<file path="src/hdl/bps_regs.svh">
`ifndef BPS_REGS_SVH
`define BPS_REGS_SVH

// ----------------------------------------
// address map
// ----------------------------------------
`define BPS_SEL_BUCK 2'h0
`define BPS_SEL_GLOB 2'h1
`define BPS_R_RAMP_A 4'h0
`define BPS_R_RAMP_B 4'h1
`define BPS_R_VHIGH 4'h2
`define BPS_R_VLOW 4'h3
`define BPS_R_SDLY 4'h4
`define BPS_R_DDLY 4'h5
`define BPS_R_CTRL 4'h6
`define BPS_R_STAT 4'h7
`define BPS_G_CFG 4'h0
`define BPS_G_IRQ 4'h1
`define BPS_G_STAT 4'h2

// ----------------------------------------
// field positions
// ----------------------------------------
`define BPS_F_EN 0
`define BPS_F_DIS 1
`define BPS_F_AUTO 0
`define BPS_F_IRQ_POL 0
`define BPS_F_IRQ_OD 1
`define BPS_PINFN_PINS 3'h1

// ----------------------------------------
// stored defaults
// ----------------------------------------
`define BPS_RAMP_DEF 3'h2
`define BPS_OTP_VWORD 10'h1f4
`define BPS_OTP_SDLY 6'h00
`define BPS_OTP_DDLY 6'h01
`define BPS_OTP_AUTO 1'b1
`define BPS_OTP_PINFN 3'h0
`define BPS_OTP_EN 1'b1
`define BPS_OTP_DIS 1'b1
`define BPS_IRQC_RST 5'h00

// ----------------------------------------
// timing
// ----------------------------------------
`define BPS_CLK_NS 5
`define BPS_T_MS_NS 1000000
`define BPS_T_BOOT_NS 1400000
`define BPS_T_WD_NS 10000000
`define BPS_T_RETRY_NS 1000000

`endif

</file>
<file path="src/hdl/bps_pkg.sv">
package bps_pkg;

  typedef enum logic [1:0] {BPS_OFF, BPS_BOOT, BPS_RUN, BPS_DOWN} bps_state_t;

  typedef struct packed {
    logic [7:0] addr;
    logic [7:0] wdata;
    logic wr;
    logic rd;
  } bps_req_t;

  typedef struct packed {
    logic [2:0] pup;
    logic [2:0] pdn;
    logic [2:0] rise;
    logic [2:0] fall;
    logic [7:0] vhigh;
    logic [5:0] sdly;
    logic [5:0] ddly;
    logic en;
    logic dis;
  } bps_cfg_t;

  typedef struct packed {
    logic run;
    logic ramp_dn;
    logic hiz;
    logic disch;
    logic [2:0] slew;
  } bps_out_t;

endpackage : bps_pkg

</file>
<file path="src/hdl/bps_sequencer.sv">
`timescale 1ns/1ps
`include "bps_regs.svh"
module bps_sequencer #(
  parameter logic [21:0] MS_CYC = 22'(`BPS_T_MS_NS / `BPS_CLK_NS),
  parameter logic [21:0] BOOT_CYC = 22'(`BPS_T_BOOT_NS / `BPS_CLK_NS),
  parameter logic [21:0] WD_CYC = 22'(`BPS_T_WD_NS / `BPS_CLK_NS),
  parameter logic [21:0] RETRY_CYC = 22'(`BPS_T_RETRY_NS / `BPS_CLK_NS)
) (
  input wire logic mclk,
  input wire logic rstn,
  input wire bps_pkg::bps_req_t bus_req,
  output logic [7:0] rdata,
  input wire logic master_en,
  input wire logic [2:0] en_pin,
  input wire logic host_alive_pin_n,
  input wire logic ot_fault,
  input wire logic [3:0] oc_det,
  input wire logic [3:0] vout_low,
  input wire logic [3:0] ramp_done,
  output logic bias_on,
  output bps_pkg::bps_out_t [3:0] buck_o,
  output logic [3:0][9:0] target,
  output logic irq_o,
  output logic irq_oe
);
  import bps_pkg::*;

  // ----------------------------------------
  // bus decode
  // ----------------------------------------
  wire [1:0] bus_bi = bus_req.addr[5:4];
  wire [3:0] bus_off = bus_req.addr[3:0];
  wire bus_buck = bus_req.addr[7:6] == `BPS_SEL_BUCK;
  wire bus_glob = bus_req.addr[7:6] == `BPS_SEL_GLOB;

  function automatic logic glob_wr(input bps_req_t r, input logic [3:0] o);
    glob_wr = r.wr && r.addr[7:6] == `BPS_SEL_GLOB && r.addr[3:0] == o;
  endfunction : glob_wr

  function automatic logic buck_wr(input bps_req_t r, input logic [1:0] b,
                                   input logic [3:0] o);
    buck_wr = r.wr && r.addr[7:6] == `BPS_SEL_BUCK && r.addr[5:4] == b &&
              r.addr[3:0] == o;
  endfunction : buck_wr

  // ----------------------------------------
  // global state
  // ----------------------------------------
  bps_state_t state_reg, state_next;
  logic auto_reg;
  logic [2:0] pinfn_reg;
  logic [4:0] irqc_reg;
  logic [21:0] boot_reg, div_reg, wd_reg, retry_reg;
  logic [6:0] ms_reg;
  logic bias_reg, irq_o_reg, irq_oe_reg;
  logic [7:0] rdata_reg;
  bps_cfg_t cfg_reg [4];
  logic [1:0] vlow_reg [4];
  logic [3:0][9:0] tgt_reg;
  bps_out_t [3:0] out_reg;
  logic [3:0] oc_reg, ss_reg, wdr_reg, dn_reg, go_reg, run_next;

  wire load = state_reg == BPS_OFF && master_en;
  wire boot_done = boot_reg == BOOT_CYC - 22'h1;
  wire ms_tick = div_reg == MS_CYC - 22'h1;
  wire phase_chg = state_next != state_reg;
  wire wd_fire = state_reg == BPS_RUN && !host_alive_pin_n && wd_reg == WD_CYC - 22'h1;
  wire retry_tick = retry_reg == RETRY_CYC - 22'h1;
  wire all_low = &(vout_low & ~run_next);
  wire [3:0] pin_v = {1'b1, en_pin};

  always_comb begin
    state_next = state_reg;
    unique case (state_reg)
      BPS_OFF: if (master_en) state_next = BPS_BOOT;
      BPS_BOOT: begin
        if (!master_en) state_next = BPS_OFF;
        else if (boot_done) state_next = BPS_RUN;
      end
      BPS_RUN: if (!master_en) state_next = BPS_DOWN;
      BPS_DOWN: if (all_low) state_next = BPS_OFF;
    endcase
  end

  always_ff @(posedge mclk or negedge rstn) begin
    if (!rstn) begin
      state_reg <= BPS_OFF;
      bias_reg <= 1'b0;
    end else begin
      state_reg <= state_next;
      bias_reg <= state_next != BPS_OFF;
    end
  end

  // ----------------------------------------
  // boot and 1ms timebase
  // ----------------------------------------
  always_ff @(posedge mclk or negedge rstn) begin
    if (!rstn) begin
      boot_reg <= 22'h0;
      div_reg <= 22'h0;
      ms_reg <= 7'h0;
    end else begin
      boot_reg <= state_reg == BPS_BOOT ? boot_reg + 22'h1 : 22'h0;
      if (phase_chg) begin
        div_reg <= 22'h0;
        ms_reg <= 7'h0;
      end else begin
        div_reg <= ms_tick ? 22'h0 : div_reg + 22'h1;
        if (ms_tick && ms_reg != 7'h7f) ms_reg <= ms_reg + 7'h1;
      end
    end
  end

  // ----------------------------------------
  // watchdog and over-current retry timer
  // ----------------------------------------
  always_ff @(posedge mclk or negedge rstn) begin
    if (!rstn) begin
      wd_reg <= 22'h0;
      retry_reg <= 22'h0;
    end else begin
      if (host_alive_pin_n) wd_reg <= 22'h0;
      else if (wd_reg != WD_CYC) wd_reg <= wd_reg + 22'h1;
      retry_reg <= (!(|oc_reg) || retry_tick) ? 22'h0 : retry_reg + 22'h1;
    end
  end

  // ----------------------------------------
  // global registers
  // ----------------------------------------
  always_ff @(posedge mclk or negedge rstn) begin
    if (!rstn) begin
      auto_reg <= `BPS_OTP_AUTO;
      pinfn_reg <= `BPS_OTP_PINFN;
      irqc_reg <= `BPS_IRQC_RST;
    end else begin
      if (load) begin
        auto_reg <= `BPS_OTP_AUTO;
        pinfn_reg <= `BPS_OTP_PINFN;
      end else if (glob_wr(bus_req, `BPS_G_CFG)) begin
        auto_reg <= bus_req.wdata[`BPS_F_AUTO];
        pinfn_reg <= bus_req.wdata[3:1];
      end
      if (glob_wr(bus_req, `BPS_G_IRQ)) irqc_reg <= bus_req.wdata[4:0];
    end
  end

  // ----------------------------------------
  // per-buck sequencing
  // ----------------------------------------
  for (genvar i = 0; i < 4; i++) begin : g_buck
    wire [1:0] bi = 2'(i);
    wire bps_cfg_t c = cfg_reg[i];
    wire w_vlow = buck_wr(bus_req, bi, `BPS_R_VLOW);
    wire [9:0] new_word = {c.vhigh, bus_req.wdata[1:0]};
    wire en_ctl = c.en && (pinfn_reg != `BPS_PINFN_PINS || pin_v[i]);
    wire go_ok = !auto_reg || go_reg[i];
    wire dly_up = ms_reg >= {1'b0, c.ddly};
    bps_out_t o_next;

    always_comb begin
      run_next[i] = 1'b0;
      if (state_reg == BPS_RUN)
        run_next[i] = en_ctl && go_ok && !ot_fault && !oc_reg[i];
      else if (state_reg == BPS_DOWN)
        run_next[i] = out_reg[i].run && !dly_up && !ot_fault;
    end

    always_comb begin
      o_next.run = run_next[i];
      o_next.hiz = oc_reg[i];
      o_next.ramp_dn = !run_next[i] && !vout_low[i] && !oc_reg[i] &&
                       state_reg != BPS_OFF;
      o_next.disch = state_reg == BPS_RUN && master_en && !run_next[i] &&
                     c.dis && vout_low[i] && !oc_reg[i];
      if (wdr_reg[i]) o_next.slew = `BPS_RAMP_DEF;
      else if (!run_next[i]) o_next.slew = c.pdn;
      else if (ss_reg[i] || !out_reg[i].run) o_next.slew = c.pup;
      else if (dn_reg[i]) o_next.slew = c.fall;
      else o_next.slew = c.rise;
    end

    always_ff @(posedge mclk or negedge rstn) begin
      if (!rstn) begin
        cfg_reg[i] <= '0;
        vlow_reg[i] <= 2'h0;
      end else if (load) begin
        cfg_reg[i] <= '{3'h3, `BPS_RAMP_DEF, 3'h3, 3'h3, 8'(`BPS_OTP_VWORD >> 2),
                        `BPS_OTP_SDLY, `BPS_OTP_DDLY, `BPS_OTP_EN, `BPS_OTP_DIS};
        vlow_reg[i] <= 2'(`BPS_OTP_VWORD & 10'h3);
      end else if (bus_req.wr && bus_buck && bus_bi == bi) begin
        unique case (bus_off)
          `BPS_R_RAMP_A: begin
            cfg_reg[i].pup <= bus_req.wdata[2:0];
            cfg_reg[i].pdn <= bus_req.wdata[5:3];
          end
          `BPS_R_RAMP_B: begin
            cfg_reg[i].rise <= bus_req.wdata[2:0];
            cfg_reg[i].fall <= bus_req.wdata[5:3];
          end
          `BPS_R_VHIGH: cfg_reg[i].vhigh <= bus_req.wdata;
          `BPS_R_VLOW: vlow_reg[i] <= bus_req.wdata[1:0];
          `BPS_R_SDLY: cfg_reg[i].sdly <= bus_req.wdata[5:0];
          `BPS_R_DDLY: cfg_reg[i].ddly <= bus_req.wdata[5:0];
          `BPS_R_CTRL: begin
            cfg_reg[i].en <= bus_req.wdata[`BPS_F_EN];
            cfg_reg[i].dis <= bus_req.wdata[`BPS_F_DIS];
          end
          default: ;
        endcase
      end
    end

    always_ff @(posedge mclk or negedge rstn) begin
      if (!rstn) begin
        tgt_reg[i] <= 10'h0;
        dn_reg[i] <= 1'b0;
      end else if (load || wd_fire) begin
        tgt_reg[i] <= `BPS_OTP_VWORD;
        dn_reg[i] <= `BPS_OTP_VWORD < tgt_reg[i];
      end else if (w_vlow) begin
        tgt_reg[i] <= new_word;
        dn_reg[i] <= new_word < tgt_reg[i];
      end
    end

    always_ff @(posedge mclk or negedge rstn) begin
      if (!rstn) begin
        out_reg[i] <= '0;
        go_reg[i] <= 1'b0;
        ss_reg[i] <= 1'b0;
        wdr_reg[i] <= 1'b0;
        oc_reg[i] <= 1'b0;
      end else begin
        out_reg[i] <= o_next;
        go_reg[i] <= state_reg == BPS_RUN &&
                     (go_reg[i] || ms_reg >= {1'b0, c.sdly});
        ss_reg[i] <= (run_next[i] && !out_reg[i].run) ||
                     (ss_reg[i] && run_next[i] && !ramp_done[i]);
        wdr_reg[i] <= wd_fire || (wdr_reg[i] && !ramp_done[i]);
        oc_reg[i] <= oc_det[i] || (oc_reg[i] && !retry_tick);
      end
    end

    assign buck_o[i] = out_reg[i];
    assign target[i] = tgt_reg[i];

  end

  // ----------------------------------------
  // interrupt pin
  // ----------------------------------------
  wire [2:0] irq_ev = {|wdr_reg, |oc_reg, ot_fault};
  wire irq_req = |(irq_ev & irqc_reg[4:2]);
  wire irq_lvl = irqc_reg[`BPS_F_IRQ_POL] ? irq_req : !irq_req;

  always_ff @(posedge mclk or negedge rstn) begin
    if (!rstn) begin
      irq_o_reg <= 1'b0;
      irq_oe_reg <= 1'b1;
    end else begin
      irq_o_reg <= irqc_reg[`BPS_F_IRQ_OD] ? 1'b0 : irq_lvl;
      irq_oe_reg <= irqc_reg[`BPS_F_IRQ_OD] ? !irq_lvl : 1'b1;
    end
  end

  // ----------------------------------------
  // read path
  // ----------------------------------------
  wire bps_cfg_t rc = cfg_reg[bus_bi];
  wire [7:0] b_stat = {3'h0, wdr_reg[bus_bi], ss_reg[bus_bi], out_reg[bus_bi].disch,
                       out_reg[bus_bi].hiz, out_reg[bus_bi].run};
  logic [7:0] rd_mux;

  always_comb begin
    rd_mux = 8'h0;
    if (bus_buck) begin
      unique case (bus_off)
        `BPS_R_RAMP_A: rd_mux = {2'h0, rc.pdn, rc.pup};
        `BPS_R_RAMP_B: rd_mux = {2'h0, rc.fall, rc.rise};
        `BPS_R_VHIGH: rd_mux = rc.vhigh;
        `BPS_R_VLOW: rd_mux = {6'h0, vlow_reg[bus_bi]};
        `BPS_R_SDLY: rd_mux = {2'h0, rc.sdly};
        `BPS_R_DDLY: rd_mux = {2'h0, rc.ddly};
        `BPS_R_CTRL: rd_mux = {6'h0, rc.dis, rc.en};
        `BPS_R_STAT: rd_mux = b_stat;
        default: rd_mux = 8'h0;
      endcase
    end else if (bus_glob) begin
      unique case (bus_off)
        `BPS_G_CFG: rd_mux = {4'h0, pinfn_reg, auto_reg};
        `BPS_G_IRQ: rd_mux = {3'h0, irqc_reg};
        `BPS_G_STAT: rd_mux = {5'h0, ot_fault, 2'(state_reg)};
        default: rd_mux = 8'h0;
      endcase
    end
  end

  always_ff @(posedge mclk or negedge rstn) begin
    if (!rstn) rdata_reg <= 8'h0;
    else rdata_reg <= bus_req.rd ? rd_mux : 8'h0;
  end

  assign rdata = rdata_reg;
  assign bias_on = bias_reg;
  assign irq_o = irq_o_reg;
  assign irq_oe = irq_oe_reg;
endmodule : bps_sequencer

</file>
<file path="config.mk">
export PLATFORM = sky130hd
export DESIGN_NAME = bps_sequencer
export DESIGN_NICKNAME = d
export VERILOG_FILES = /design/src/hdl/bps_pkg.sv /design/src/hdl/bps_sequencer.sv
export VERILOG_INCLUDE_DIRS = /design/src /design/src/hdl
export SDC_FILE = /design/constraint.sdc
export NUM_CORES = 1
export LEC_CHECK = 0
export ABC_AREA = 1
export BUFFER_PORTS_ARGS = -buffer_cell sky130_fd_sc_hd__buf_2
export CAP_MARGIN = 40
export CORE_MARGIN = 3
export CORE_UTILIZATION = 61
export DETAILED_ROUTE_END_ITERATION = 6
export GPL_TIMING_DRIVEN = 0
export HOLD_SLACK_MARGIN = 0.05
export PLACE_DENSITY = 0.77
export SYNTH_ARGS = -nofsm -noshare
export SYNTH_HDL_FRONTEND = slang
export SYNTH_SLANG_ARGS = --single-unit
</file>
<file path="constraint.sdc">
create_clock -name mclk -period 2.99 [get_ports mclk]
set_input_delay 0.598 -clock mclk [delete_from_list [all_inputs] [get_ports mclk]]
set_output_delay 0.598 -clock mclk [all_outputs]
set_load 0.02 [all_outputs]
</file>
**Word level (Yosys, flattened, before mapping)**

Cells that the tools add are included.

- Output and inout bits: 79
- Logic and storage cells: 455
- Bits of input ports: 38
- Flip-flop bits (word level): 349

- Reduce and logical (&&, ||, !) cells: 208
- Magnitude comparators: 18
- Equality and inequality tests: 22
- Muxes and demuxes: 101
- Bitwise logic cells: 4
- $add $sub $neg: 5

Operators by type and width:

| kind | count |
|---|---|
| $mux 34 | 10 |
| $mux 22 | 6 |
| $logic_and 1x1->1 | 92 |
| $add 22x1->22 const B | 4 |
| $mux 10 | 8 |
| $bmux 34 s2 | 1 |
| $pmux 8 s8 | 1 |
| $ge 7x6->1 | 8 |
| $reduce_and 2->1 | 28 |
| $mux 3 | 18 |
| $eq 22x18->1 const B | 2 |
| $lt 10x10->1 | 4 |
| $lt 9x10->1 const A | 4 |
| $reduce_bool 2->1 | 20 |
| $mux 2 | 17 |
| $logic_not 1->1 | 31 |
| $logic_or 1x1->1 | 29 |
| $mux 6 | 4 |
| $mux 8 | 3 |
| $mux 1 | 23 |
| $eq 22x19->1 const B | 1 |
| $eq 22x21->1 const B | 1 |
| $ne 22x21->1 const B | 1 |
| $mux 7 | 3 |
| other kinds (26) | 39 |

**Longest topological paths before layout**

Gate-level depths: netlist (run 1).

- Depth after elaboration: 14
- Gate-level depth with buffers: 21
- Depth with buffers taken out: 19

**Least setup slack after synthesis (run 1)**

OpenSTA, ideal clock, no wires.

- Kind: register to register
- Start point: register ms_reg[0]
- End point: register div_reg[11]
- Setup time: 73 ps
- Cell stages (with the launch flop): 22
- Setup slack: 743 ps
- Period minus slack after synthesis: 2247 ps
- Required time: 2917 ps
- Buffers on the path: 2
- Arrival: 2173 ps
- Cells stage by stage: dfrtp_1 inv_1 ha_1 inv_1 nand2_1 nand2_1 nand3_1 nand2_1 nand2_1 nand2_1 nand2_1 nand2_1 nand2_1 nand2_1 nor2_1 nand3_2 nand2_2 nand2_2 nand2_2 buf_6 buf_8 a21oi_2

RTL lines:

| element | line | source |
|---|---|---|
| start: declaration | bps_sequencer.sv:54 | `logic [6:0] ms_reg;` |
| start signal: assignment | bps_sequencer.sv:110 | `if (ms_tick && ms_reg != 7'h7f) ms_reg <= ms_reg + 7'h1;` |
| end signal: assignment | bps_sequencer.sv:109 | `div_reg <= ms_tick ? 22'h0 : div_reg + 22'h1;` |
| end: declaration | bps_sequencer.sv:53 | `logic [21:0] boot_reg, div_reg, wd_reg, retry_reg;` |

**Worst setup path after layout (run 1)**

- Start point: input port bus_req[14] (netlist name)
- End point: register rdata_reg[2], in the netlist rdata[2]

- Word-level cells in the longest chain between the ends: 7
- Elaborated cells on any way between the ends: 9
- Classes of those cells: mux: 8; bitwise: 1

Ends and longest elaborated chain:

| element | line | source |
|---|---|---|
| start: declaration | bps_sequencer.sv:11 | `input wire bps_pkg::bps_req_t bus_req,` |
| $not 2->3 (implied by the code) | bps_sequencer.sv:271 | `wire bps_cfg_t rc = cfg_reg[bus_bi];` |
| $bmux 34 s2 | bps_sequencer.sv:271 |  |
| $mux 34 (implied by the code) (2 in series) | bps_sequencer.sv:271 |  |
| $pmux 8 s8 * | bps_sequencer.sv:279 | `unique case (bus_off)` |
| $mux 8 * | bps_sequencer.sv:278 | `if (bus_buck) begin` |
| $mux 8 * | bps_sequencer.sv:302 | `else rdata_reg <= bus_req.rd ? rd_mux : 8'h0;` |
| end signal: assignment | bps_sequencer.sv:302 |  |
| end: declaration | bps_sequencer.sv:56 | `logic [7:0] rdata_reg;` |

Every way passes the cells marked *; elsewhere a longest branch is shown, timed or not. The select of a mux whose other input is x is not followed.
A chain may end at the register's enable or synchronous reset.

==> impl_metrics.sql, run 1 <==
INSERT INTO impl_metrics (metric_group, metric, value, unit) VALUES
('power_and_ir_drop', 'power.static_leakage', '9.946', 'nW'),
('flow_run', 'max_cap_viol_count', '0', ''),
('yosys', 'dominant_cells_by_area_after_synthesis', 'sky130_fd_sc_hd__dfrtp_1, sky130_fd_sc_hd__nand2_1, sky130_fd_sc_hd__o21ai_0', ''),
('min_path', 'hold_path.class', 'input pin to async pin', ''),
('routing', 'wirelength', '56.84', 'mm'),
('cells_and_area', 'largest_register_ffs', '135', ''),
('cells_and_area', 'fraction_of_layout_instances_using_a_drive_strength_above_1', '10.76', '%'),
('yosys', 'syn_area_per_cell', '8.278', 'µm²'),
('global_route', 'grt_pass1_vias', '16248', ''),
('placement', 'pre_cts_ws', '-348.0', 'ps'),
('power_and_ir_drop', 'powerDensity', '800.3', 'nW/µm²'),
('floorplanning', 'placementRows', '62', ''),
('sta', 'hold_viol_final', '0', ''),
('critical_path', 'crit_path_end_kind', 'flip-flop', ''),
('sta', 'final.period_utilization', '101.6', '%'),
('clock_network', 'cts-buffers-inserted', '39', ''),
('clock_network', 'cts_hold_buf', '0', ''),
('global_route', 'antenna_violations_before_repair', '0', ''),
('critical_path', 'r2r_slack', '80', 'ps'),
('routing', 'vias', '16966', ''),
('power_and_ir_drop', 'share_seq_of_total_power', '41.5', '%'),
('critical_path', 'criticalPathCategory', 'input pin to flip-flop', ''),
('yosys', 'yosys_most_used_dff', 'sky130_fd_sc_hd__dfrtp_1', ''),
('power_and_ir_drop', 'max-vdd-ir-drop', '601.2', 'µV'),
('run_status', 'failing_checks', 'negative setup slack', ''),
('sta', 'setup_violations', '1', ''),
('clock_network', 'tritoncts', 'built', ''),
('sta', 'final_max_slew_viol_count', '0', ''),
('run_status', 'outcome', 'complete, but fails checks', ''),
('global_route', 'grt-ovfl-total', '0', ''),
('power_and_ir_drop', 'p_int', '10.30', 'mW'),
('power_and_ir_drop', 'power_switching_share', '37.70', '%'),
('sta', 'layout_setup_ws', '-46.88', 'ps'),
('yosys', 'synthDominantAreaCellType', 'sky130_fd_sc_hd__dfrtp_1', ''),
('cells_and_area', 'finish.cell_count_without_fillers', '2773', ''),
('sta', 'grt_setup_unrepaired', 'false', ''),
('floorplanning', 'core-area', '29090', 'µm²'),
('floorplanning', 'ioPinCount', '117', ''),
('placement', 'place_hpwl', '41.79', 'mm'),
('yosys', 'post_synth_most_frequent_cells', 'sky130_fd_sc_hd__nand2_1, sky130_fd_sc_hd__dfrtp_1, sky130_fd_sc_hd__inv_1, sky130_fd_sc_hd__o21ai_0, sky130_fd_sc_hd__a21oi_1', ''),
('clock_network', 'clk_pin_slew_worst_paths', '60', 'ps'),
('critical_path', 'worst-endpoint-arrival', '3400', 'ps'),
('sta', 'maxSlewHeadroom', '34.68', '%'),
('sta', 'fin_skew', '28.21', 'ps'),
('routing', 'met3WireLength', '6.286', 'mm'),
('critical_path', 'r2r.worst_path.cells', '6', ''),
('routing', 'average_detailed_routed_wire_length_per_instance', '20.50', 'µm'),
('routing', 'met2WireLength', '24.98', 'mm'),
('sta', 'max_freq', '0.3293', 'GHz'),
('power_and_ir_drop', 'clock_network_power_share', '29.1', '%'),
('clock_network', 'ctsLongestPathBuffers', '3', ''),
('power_and_ir_drop', 'switchingPower', '6.233', 'mW'),
('clock_network', 'cts_root_buf', 'sky130_fd_sc_hd__clkbuf_16', ''),
('sta', 'finalWorstPathRequiredPeriod', '3037', 'ps'),
('routing', 'detail_route.wirelength.met1', '23.57', 'mm'),
('yosys', 'postSynth.asyncResetShare', '100.0', '%'),
('global_route', 'grt_start_max_net_pins', '127', ''),
('clock_network', 'cts_num_sinks', '349', ''),
('critical_path', 'worst_path_required_time', '3350', 'ps'),
('critical_path', 'setup.worst_path.start_class', 'input pin', ''),
('yosys', 'number_of_flops_mapped_to_enable_cells_by_yosys', '0', ''),
('global_route', 'grt_pass1_wl', '88.60', 'mm'),
('routing', 'route.detailed.drc', '0', ''),
('floorplanning', 'start_util', '62.57', '%'),
('yosys', 'synthesis.yosys.warnings', '0', ''),
('routing', 'detail-route-antenna-nets', '0', ''),
('placement', 'io_buffers', '116', ''),
('placement', 'place_congestion', '1.015', ''),
('floorplanning', 'die_width', '178.7', 'µm'),
('cells_and_area', 'nNetsFinal', '2491', ''),
('sta', 'tightestPinTransition', '976.1', 'ps');
## cell type report
class,count,area [µm²]
Antenna cell,1,2.502
Buffer,60,284.0
Clock buffer,52,1105
Clock inverter,14,161.4
Fill cell,2330,8434
Inverter,324,1222
Multi-Input combinational cell,1466,7979
Sequential cell,349,8741
Tap cell,384,480.5
Timing Repair Buffer,123,680.7
## repair_timing
action / in CTS / in global routing
setup buffers: 0 / 5
resized for setup: 3 / 8
setup endpoints to repair: 16 / 35
cloned: 0 / 0
## per-layer routing
metal  global-route usage (%)  vias to the layer above
li1                         -                     7742
met5                        0                        -
met3                    8.090                      171
met4                    11.75                        0
met2                    54.71                      949
met1                    51.01                     8104
## worst max-delay path, stage by stage
cell	delay, ps
sky130_fd_sc_hd__buf_2	130
sky130_fd_sc_hd__inv_1	80
sky130_fd_sc_hd__nand2_1	270
sky130_fd_sc_hd__clkinv_1	350
sky130_fd_sc_hd__clkbuf_1	680
sky130_fd_sc_hd__nand2_1	150
sky130_fd_sc_hd__a31oi_1	470
sky130_fd_sc_hd__a2111oi_0	140
sky130_fd_sc_hd__o21ai_0	530
## cells by family after synthesis
family | after synthesis | synth area share (%)
and+or+nand+nor | 776 | 18.36
adders and majority gates | 90 | 6.186
muxes | 5 | 0.2956
AOI/OAI and AO/OA | 576 | 18.01
buffers and inverters | 384 | 8.242
DFF | 349 | 47.99
xor gates and xnor gates | 19 | 0.9142
## through the flow
| stage | setup TNS [ps] | area (µm²) |
|---|---|---|
| 6_report | -46.88 | 20660 |
| 5_1_grt | 0 | 20650 |
| 4_1_cts | 0 | 20600 |
| 3_5_place_dp | -1111 | 19330 |
| 3_3_place_gp | -1823490 | 19260 |
| 2_1_floorplan | 0 | 18200 |
## power by group through the flow
stage | Clock [mW] | Sequential (mW) | Combinational, mW
after CTS | 4.81 | 6.81 | 4.78
after detailed placement | 0 | 6.87 | 4.74
final | 4.81 | 6.86 | 4.86
after global placement | 0 | 6.83 | 4.55
after floorplan | 0 | 6.76 | 2.98
after global routing | 5.01 | 6.96 | 5.46
## path summary, 6_finish.rpt
| check | from | end |
|---|---|---|
| max in group asynchronous | rstn | cfg_reg[92] |
| hold reg to reg | g_buck[1].o_next[4] | buck_o[11] |
| min in group mclk | ramp_done[1] | wdr_reg[1] |
| hold / removal | rstn | wd_reg[3] |
| setup / recovery | bus_req[14] | rdata[2] |
| setup reg to reg | state_reg[0] | cfg_reg[61] |
## placed cells by master (no fill, tap or decap), types with 7 or more instances in the layout
| cell type | count |
|---|---|
| sky130_fd_sc_hd__clkbuf_8 | 8 |
| sky130_fd_sc_hd__clkbuf_1 | 45 |
| sky130_fd_sc_hd__xor2_1 | 14 |
| sky130_fd_sc_hd__dfrtp_1 | 343 |
| sky130_fd_sc_hd__nand2_1 | 421 |
| sky130_fd_sc_hd__clkbuf_16 | 39 |
| sky130_fd_sc_hd__a21oi_1 | 144 |
| sky130_fd_sc_hd__o21a_1 | 10 |
| sky130_fd_sc_hd__nor3_1 | 56 |
| sky130_fd_sc_hd__o21ai_0 | 268 |
| sky130_fd_sc_hd__o22ai_1 | 46 |
| sky130_fd_sc_hd__inv_1 | 317 |
| sky130_fd_sc_hd__nand4_1 | 33 |
| sky130_fd_sc_hd__o211ai_1 | 10 |
| sky130_fd_sc_hd__nor4_1 | 24 |
| sky130_fd_sc_hd__a21oi_2 | 12 |
| sky130_fd_sc_hd__a221oi_1 | 8 |
| sky130_fd_sc_hd__nand2_2 | 10 |
| sky130_fd_sc_hd__a22oi_1 | 34 |
| sky130_fd_sc_hd__nor2_1 | 142 |
| sky130_fd_sc_hd__a31oi_1 | 7 |
| sky130_fd_sc_hd__nand3_1 | 65 |
| sky130_fd_sc_hd__buf_2 | 127 |
| sky130_fd_sc_hd__ha_1 | 90 |
Note: power is estimated with default switching activity, not from simulation.
==> run 2, diff against run 1 <==
--- a/config.mk
+++ b/config.mk
@@ -6,7 +6,6 @@
 export SDC_FILE = /design/constraint.sdc
 export NUM_CORES = 1
 export LEC_CHECK = 0
-export ABC_AREA = 1
 export BUFFER_PORTS_ARGS = -buffer_cell sky130_fd_sc_hd__buf_2
 export CAP_MARGIN = 40
 export CORE_MARGIN = 3
==> run 2 against run 1 <==
  * The flow now finishes without violations
  * Synthesized cell count fell by 18%
  * Combinational power fell by 59%
  * First-iteration DRC count fell by 24%
  * Core utilization barely moved
  * Die area fell by 1.8%
  * Worst hold slack got worse by 88 ps
  * Clock power fell by 2%
  * Design area fell by 1.1%
  * Highest routed layer unchanged
==> impl_metrics.sql, run 2 <==
INSERT INTO impl_metrics (metric_group, metric, value, unit) VALUES
('yosys', 'mappedNetlistArea', '17870', 'µm²'),
('critical_path', 'crit_path_end_kind', 'flip-flop', ''),
('cells_and_area', 'fraction_of_layout_instances_using_a_drive_strength_above_1', '14.29', '%'),
('clock_network', 'cts-buffers-inserted', '38', ''),
('routing', 'average_detailed_routed_wire_length_per_instance', '21.72', 'µm'),
('cells_and_area', 'final_common_cell', 'sky130_fd_sc_hd__dfrtp_1', ''),
('placement', 'dp_cells', '2315', ''),
('floorplanning', 'ioPinCount', '117', ''),
('power_and_ir_drop', 'power.static_leakage', '9.265', 'nW'),
('power_and_ir_drop', 'powerDensity', '611.9', 'nW/µm²'),
('cells_and_area', 'layout_stage_area_growth_over_the_synthesis_result', '14.34', '%'),
('global_route', 'antenna_violations_before_repair', '2', ''),
('yosys', 'synth_largest_type_area_fraction', '48.60', '%'),
('floorplanning', 'start_util', '62.08', '%'),
('clock_network', 'cts_num_sinks', '349', ''),
('power_and_ir_drop', 'p_int', '8.925', 'mW'),
('sta', 'hold_viol_final', '0', ''),
('cells_and_area', 'layout.area.seq', '8737', 'µm²'),
('critical_path', 'worstPathMaxFanout', '10', ''),
('yosys', 'synthesis.yosys.warnings', '0', ''),
('clock_network', 'clk_pin_slew_worst_paths', '60', 'ps'),
('sta', 'fin_skew', '15.84', 'ps'),
('floorplanning', 'placementRows', '62', ''),
('yosys', 'dominant_cells_by_area_after_synthesis', 'sky130_fd_sc_hd__dfrtp_1, sky130_fd_sc_hd__ha_1, sky130_fd_sc_hd__nand2_1', ''),
('sta', 'tightestPinTransition', '900.4', 'ps'),
('yosys', 'synth-seq-area-share', '48.90', '%'),
('critical_path', 'setup.worst_path.start_class', 'input pin', ''),
('placement', 'place_congestion', '1.018', ''),
('clock_network', 'cts_root_buf', 'sky130_fd_sc_hd__clkbuf_16', ''),
('sta', 'max_freq', '0.3367', 'GHz'),
('run_status', 'outcome', 'complete, no violations', ''),
('critical_path', 'worst_path_required_time', '3330', 'ps'),
('power_and_ir_drop', 'switchingPower', '3.574', 'mW'),
('global_route', 'grt_pass1_wl', '80.46', 'mm'),
('sta', 'maxSlewHeadroom', '39.97', '%'),
('cells_and_area', 'nFillCells', '2195', ''),
('yosys', 'synth.most_common_cell', 'sky130_fd_sc_hd__dfrtp_1', ''),
('floorplanning', 'core-area', '28780', 'µm²'),
('sta', 'timing.setup.tns', '0', 'ps'),
('routing', 'drt_first_iter_violations', '1442', ''),
('cells_and_area', 'finish.cell_count_without_fillers', '2388', ''),
('power_and_ir_drop', 'max-vdd-ir-drop', '469.9', 'µV'),
('floorplanning', 'die_area', '31380', 'µm²'),
('cells_and_area', 'final_design_area_no_fill', '20430', 'µm²'),
('flow_run', 'max_cap_viol_count', '0', ''),
('power_and_ir_drop', 'clock_network_power_share', '37.8', '%'),
('clock_network', 'htreeDepth', '2', ''),
('floorplanning', 'die_width', '177.1', 'µm'),
('placement', 'place_hpwl', '37.50', 'mm'),
('power_and_ir_drop', 'share_seq_of_total_power', '46.2', '%'),
('global_route', 'grt_pass1_vias', '14691', ''),
('sta', 'finalWorstPathRequiredPeriod', '2970', 'ps'),
('critical_path', 'worst-endpoint-arrival', '3310', 'ps'),
('routing', 'wirelength', '51.87', 'mm'),
('cells_and_area', 'largest_register_ffs', '135', ''),
('yosys', 'post_synth_most_frequent_cells', 'sky130_fd_sc_hd__dfrtp_1, sky130_fd_sc_hd__nand2_1, sky130_fd_sc_hd__nor2_1, sky130_fd_sc_hd__o21ai_0, sky130_fd_sc_hd__a21oi_1', ''),
('clock_network', 'tritoncts', 'built', ''),
('sta', 'final.period_utilization', '99.34', '%'),
('placement', 'total_placed_instance_area', '19080', 'µm²'),
('routing', 'detail-route-antenna-nets', '0', ''),
('global_route', 'globalRouteTotalUtil', '33.36', '%'),
('floorplanning', 'die_h', '177.1', 'µm'),
('global_route', 'grt_start_max_net_pins', '121', ''),
('power_and_ir_drop', 'power_switching_share', '28.60', '%'),
('yosys', 'synth.ff_latch_count', '349', ''),
('routing', 'vias', '14887', ''),
('yosys', 'yosys.cell_types.count', '57', ''),
('yosys', 'syn_area_per_cell', '9.898', 'µm²'),
('critical_path', 'r2r.worst_path.cells', '9', ''),
('global_route', 'grt-ovfl-total', '0', ''),
('cells_and_area', 'most-common-layout-cells', 'sky130_fd_sc_hd__dfrtp_1, sky130_fd_sc_hd__nand2_1, sky130_fd_sc_hd__nor2_1, sky130_fd_sc_hd__o21ai_0, sky130_fd_sc_hd__buf_2', ''),
('yosys', 'yosys_most_used_dff', 'sky130_fd_sc_hd__dfrtp_1', ''),
('sta', 'setup_violations', '0', ''),
('routing', 'firstDrtPassIters', '6', ''),
('routing', 'route.detailed.drc', '0', ''),
('yosys', 'post_synth_inst_count', '1805', ''),
('placement', 'io_buffers', '114', ''),
('clock_network', 'ctsLongestPathBuffers', '3', ''),
('power_and_ir_drop', 'power.share.combinational', '16.0', '%'),
('yosys', 'postSynth.asyncResetShare', '100.0', '%'),
('yosys', 'synth_nets', '1933', ''),
('yosys', 'number_of_flops_mapped_to_enable_cells_by_yosys', '0', ''),
('routing', 'drt-vias-per-instance', '6.234', ''),
('critical_path', 'criticalPathCategory', 'input pin to flip-flop', ''),
('min_path', 'hold_path.class', 'input pin to async pin', ''),
('yosys', 'synthDominantAreaCellType', 'sky130_fd_sc_hd__dfrtp_1', ''),
('clock_network', 'clkLatencyLatePin', '530', 'ps'),
('cells_and_area', 'multi_input_area', '8518', 'µm²'),
('clock_network', 'cts_hold_buf', '0', ''),
('sta', 'final_max_slew_viol_count', '0', ''),
('cells_and_area', 'nNetsFinal', '2102', '');
## run 2: cell types whose count changed after synthesis, sizes merged, moves of 43 or more
cell   before  now
a21oi     156  113
inv       320  103
nand2     432  253
o21ai     269  134
xor2       14   58
## run 2: repair_timing
action / CTS / global route
pin swaps: 0 / 1
setup endpoints to repair: 18 / 112
gates resized for setup: 9 / 16
cloned: 0 / 0
setup buffers: 0 / 2
## run 2: final timing paths
kind,start,end,slack (ps)
worst max-delay path,bus_req[15],rdata[2],20
worst max register to register,ms_reg[3],ms_reg[4],70
worst min register to register,boot_reg[0],boot_reg[0],460
max in group asynchronous,rstn,buck_o[15],1940
worst min-delay path,rstn,retry_reg[12],40
min in group mclk,oc_det[0],g_buck[0].o_next[4],270
## run 2: cell type report
class	count	area share, %
repair buffers	129	3.736
clock inverters	7	0.3185
clock buffers	61	5.831
inverters	103	1.893
diodes	2	0.02450
well taps	384	2.352
multi-input cells	1285	41.70
flip-flops and latches	349	42.77
plain buffers	68	1.378
## run 2: cells by family (layout without fill, tap and decap cells)
| family | after synthesis | after routing | synth area share (%) |
|---|---|---|---|
| simple gates | 662 | 662 | 16.95 |
| compound gates | 356 | 356 | 11.67 |
| xor+xnor | 79 | 79 | 3.873 |
| other cells | 0 | 2 | 0 |
| mux | 98 | 98 | 8.586 |
| flops | 349 | 349 | 48.90 |
| fa+ha+maj | 90 | 90 | 6.303 |
| buf+inv | 171 | 368 | 3.719 |
## run 2: worst max-delay path, stage by stage
cell                       delay, ps
sky130_fd_sc_hd__buf_2           290
sky130_fd_sc_hd__buf_1           690
sky130_fd_sc_hd__clkbuf_1        740
sky130_fd_sc_hd__mux4_2          460
sky130_fd_sc_hd__a32oi_1         280
sky130_fd_sc_hd__a41oi_1         230
## run 2: per-stage QoR
stage | setup slack [ps] | utilization (%) | total power, mW | hold slack (ps)
6_report | 19.76 | 70.98 | 12.50 | 40.05
5_1_grt | -57.75 | 70.97 | 13.00 | 63.47
4_1_cts | -21.07 | 70.76 | 12.48 | 51.71
3_5_place_dp | -464.6 | 66.31 | 7.773 | 452.1
3_3_place_gp | -5291 | 65.73 | 7.666 | 441.7
2_1_floorplan | 502.3 | - | 6.964 | 302.4
## run 2: power by group through the flow
stage / Clock [mW] / Sequential [mW] / Combinational (mW)
6_report: 4.73 / 5.78 / 1.99
2_1_floorplan: 0 / 5.71 / 1.25
3_3_place_gp: 0 / 5.81 / 1.86
4_1_cts: 4.75 / 5.76 / 1.97
5_1_grt: 4.94 / 5.84 / 2.22
3_5_place_dp: 0 / 5.83 / 1.94
## run 2: routing by layer
metal  GRT usage (%)  routed length, µm  up-vias
met2           49.10              22420      815
li1                -                  -     6677
met5               0                  0        -
met3           11.84               6222      185
met4           14.53               2438        0
met1           44.98              20780     7210
==> run 3, diff against run 2 <==
--- a/config.mk
+++ b/config.mk
@@ -9,11 +9,11 @@
 export BUFFER_PORTS_ARGS = -buffer_cell sky130_fd_sc_hd__buf_2
 export CAP_MARGIN = 40
 export CORE_MARGIN = 3
-export CORE_UTILIZATION = 61
+export CORE_UTILIZATION = 35
 export DETAILED_ROUTE_END_ITERATION = 6
 export GPL_TIMING_DRIVEN = 0
 export HOLD_SLACK_MARGIN = 0.05
-export PLACE_DENSITY = 0.77
+export PLACE_DENSITY = 0.48
 export SYNTH_ARGS = -nofsm -noshare
 export SYNTH_HDL_FRONTEND = slang
 export SYNTH_SLANG_ARGS = --single-unit
==> run 3 against run 2 <==
  * Worst hold slack better by 190 ps
  * Combinational power about the same
  * Final cell count increased by 12%
  * Die area is 71% higher
  * Core utilization shrank 29 points
  * Clock-buffer cell count is 3 higher
  * Global-route usage is 12 points lower
  * First-iteration DRC count decreased by 19%
  * Clock skew fell by 2.2 ps
  * Largest power group unchanged
  * Highest routed layer is now met5
==> impl_metrics.sql, run 3 (synthesized netlist as in run 2, its figures left out) <==
INSERT INTO impl_metrics (metric_group, metric, value, unit) VALUES
('min_path', 'min_path_cells', '2', ''),
('sta', 'finalWorstPathRequiredPeriod', '2803', 'ps'),
('global_route', 'global_route.usage.met3', '4.588', '%'),
('clock_network', 'cts_root_buf', 'sky130_fd_sc_hd__clkbuf_16', ''),
('routing', 'drt_first_iter_violations', '1168', ''),
('global_route', 'met2_usage', '32.15', '%'),
('critical_path', 'worst_r2r_startpoint', 'ms_reg[0]', ''),
('sta', 'tightestPinTransition', '868.9', 'ps'),
('cells_and_area', 'largest_register_ffs', '135', ''),
('global_route', 'grt-ovfl-total', '0', ''),
('cells_and_area', 'nNetsFinal', '2107', ''),
('placement', 'place_congestion', '0.9049', ''),
('flow_run', 'max_cap_viol_count', '0', ''),
('global_route', 'antenna_violations_before_repair', '5', ''),
('global_route', 'grt_start_max_net_pins', '116', ''),
('routing', 'average_detailed_routed_wire_length_per_instance', '21.21', 'µm'),
('routing', 'vias', '14215', ''),
('global_route', 'gr-usage-met1', '30.92', '%'),
('cells_and_area', 'fraction_of_layout_instances_using_a_drive_strength_above_1', '14.82', '%'),
('critical_path', 'r2r_slack', '190', 'ps'),
('power_and_ir_drop', 'power.static_leakage', '9.365', 'nW'),
('global_route', 'top_usage_layer', 'met2', ''),
('critical_path', 'timing.critical_path.slowest_cell_delay', '460', 'ps'),
('placement', 'io_buffers', '114', ''),
('floorplanning', 'start_util', '35.54', '%'),
('critical_path', 'crit_chain', 'inv_1 -> ha_1 -> nor2b_1 -> o21ai_0 -> nand4_1 -> a21oi_1 -> nor2_1 -> buf_4 -> nor4_1', ''),
('clock_network', 'ctsLongestPathBuffers', '3', ''),
('floorplanning', 'ioPinCount', '117', ''),
('critical_path', 'critical_path.top_delay_family', 'simple AND/OR/NAND/NOR gates', ''),
('clock_network', 'clk_pin_slew_worst_paths', '60', 'ps'),
('clock_network', 'clkLatencyLatePin', '570', 'ps'),
('run_status', 'outcome', 'complete, no violations', ''),
('critical_path', 'critPathBufInv', '2', ''),
('global_route', 'grt_pass1_wl', '86.65', 'mm'),
('routing', 'wirelength', '56.95', 'mm'),
('floorplanning', 'die_area', '53790', 'µm²'),
('critical_path', 'worst_path_required_time', '3440', 'ps'),
('sta', 'final_max_slew_viol_count', '0', ''),
('power_and_ir_drop', 'powerDensity', '623.9', 'nW/µm²'),
('floorplanning', 'die_h', '231.9', 'µm'),
('clock_network', 'tritoncts', 'built', ''),
('critical_path', 'crit_path_end_kind', 'flip-flop', ''),
('cells_and_area', 'layout_stage_area_growth_over_the_synthesis_result', '17.34', '%'),
('min_path', 'hold_path_end', 'wdr_reg[3]', ''),
('cells_and_area', 'final_common_cell', 'sky130_fd_sc_hd__dfrtp_1', ''),
('min_path', 'hold_path_startpoint', 'ramp_done[3]', ''),
('sta', 'setup_violations', '0', ''),
('clock_network', 'htreeDepth', '2', ''),
('critical_path', 'setup.worst_path.start_class', 'flip-flop', ''),
('placement', 'total_placed_instance_area', '19460', 'µm²'),
('routing', 'route.detailed.drc', '0', ''),
('sta', 'maxSlewHeadroom', '42.07', '%'),
('critical_path', 'setup.worst_path.start', 'ms_reg[0]', ''),
('floorplanning', 'core-area', '50270', 'µm²'),
('global_route', 'globalRouteTotalUtil', '21.29', '%'),
('sta', 'fin_skew', '13.61', 'ps'),
('critical_path', 'critical_path.slowest_cell', 'sky130_fd_sc_hd__a21oi_1', ''),
('floorplanning', 'die_width', '231.9', 'µm'),
('clock_network', 'cts_num_sinks', '349', ''),
('power_and_ir_drop', 'max-vdd-ir-drop', '386.4', 'µV'),
('critical_path', 'worstPathMaxFanout', '8', ''),
('cells_and_area', 'final_design_area_no_fill', '20960', 'µm²'),
('placement', 'place_hpwl', '42.62', 'mm'),
('global_route', 'grt_pass1_vias', '14057', ''),
('critical_path', 'criticalPathCategory', 'flip-flop to flip-flop', ''),
('routing', 'firstDrtPassIters', '5', ''),
('floorplanning', 'placementRows', '82', ''),
('critical_path', 'worst-endpoint-arrival', '3250', 'ps'),
('sta', 'max_freq', '0.3568', 'GHz'),
('routing', 'drt-vias-per-instance', '5.294', ''),
('critical_path', 'r2r.worst_path.cells', '9', ''),
('sta', 'hold_viol_final', '0', ''),
('clock_network', 'cts-buffers-inserted', '43', ''),
('sta', 'whs', '232.2', 'ps'),
('cells_and_area', 'most-common-layout-cells', 'sky130_fd_sc_hd__dfrtp_1, sky130_fd_sc_hd__nand2_1, sky130_fd_sc_hd__nor2_1, sky130_fd_sc_hd__o21ai_0, sky130_fd_sc_hd__buf_2', ''),
('min_path', 'hold_path.class', 'input pin to flip-flop', ''),
('sta', 'final.period_utilization', '93.75', '%'),
('critical_path', 'worst_r2r_endpoint', 'buck_o[10]', ''),
('routing', 'detail-route-antenna-nets', '0', '');
-- run 3: repair_timing --
item | 4_1_cts | 5_1_grt
setup buffers | 0 | 1
hold endpoints to repair | 54 | 0
hold buffers | 1 | 0
pin swaps | 0 | 1
gates resized for setup | 7 | 15
setup endpoints to repair | 79 | 64
-- run 3: per-stage QoR --
stage                     power (mW)  instances  utilization [%]  setup TNS, ps  worst slack [ps]
final                          13.08       2685            41.70              0             187.0
after global routing           13.72       2685            41.70         -3.166            -3.166
after CTS                      13.21       2683            41.62              0             20.43
after detailed placement       7.867       2605            38.72         -31780            -586.1
after global placement         7.806       2591            38.34       -2049690             -5812
after floorplan                6.964       1805                -              0             502.3
-- run 3: worst max-delay path by stage --
stage | end | slack [ps] | cells past startpoint
2_1_floorplan | cfg_reg[58] | 500 | 7
3_3_place_gp | div_reg[18] | -5810 | 1
3_5_place_dp | cfg_reg[30] | -590 | 8
4_1_cts | cfg_reg[116] | 20 | 7
5_1_grt | cfg_reg[120] | -3 | 8
6_report | buck_o[10] | 190 | 9
-- run 3: power by group --
| part | total (mW) | leakage [nW] | switching [mW] | internal [mW] |
|---|---|---|---|---|
| clock | 5.27 | 0.703 | 2.08 | 3.19 |
| combinational | 2.00 | 4.28 | 1.15 | 0.846 |
| sequential | 5.81 | 4.38 | 0.548 | 5.26 |
-- run 3: metal layers --
metal	share of wire, %	vias up
li1	-	6666
met1	47	7048
met2	43	406
met3	6.8	91
met4	2.4	4
met5	0.046	-
-- run 3: area by class of cell --
class / instances / area (µm²)
inverters: 103 / 386.6
repair buffers: 130 / 774.5
clock inverters: 13 / 122.6
plain buffers: 67 / 280.3
clock buffers: 64 / 1308
fillers: 5008 / 29310
diodes: 2 / 5.005
well taps: 672 / 840.8
flip-flops and latches: 349 / 8737
multi-input cells: 1285 / 8509
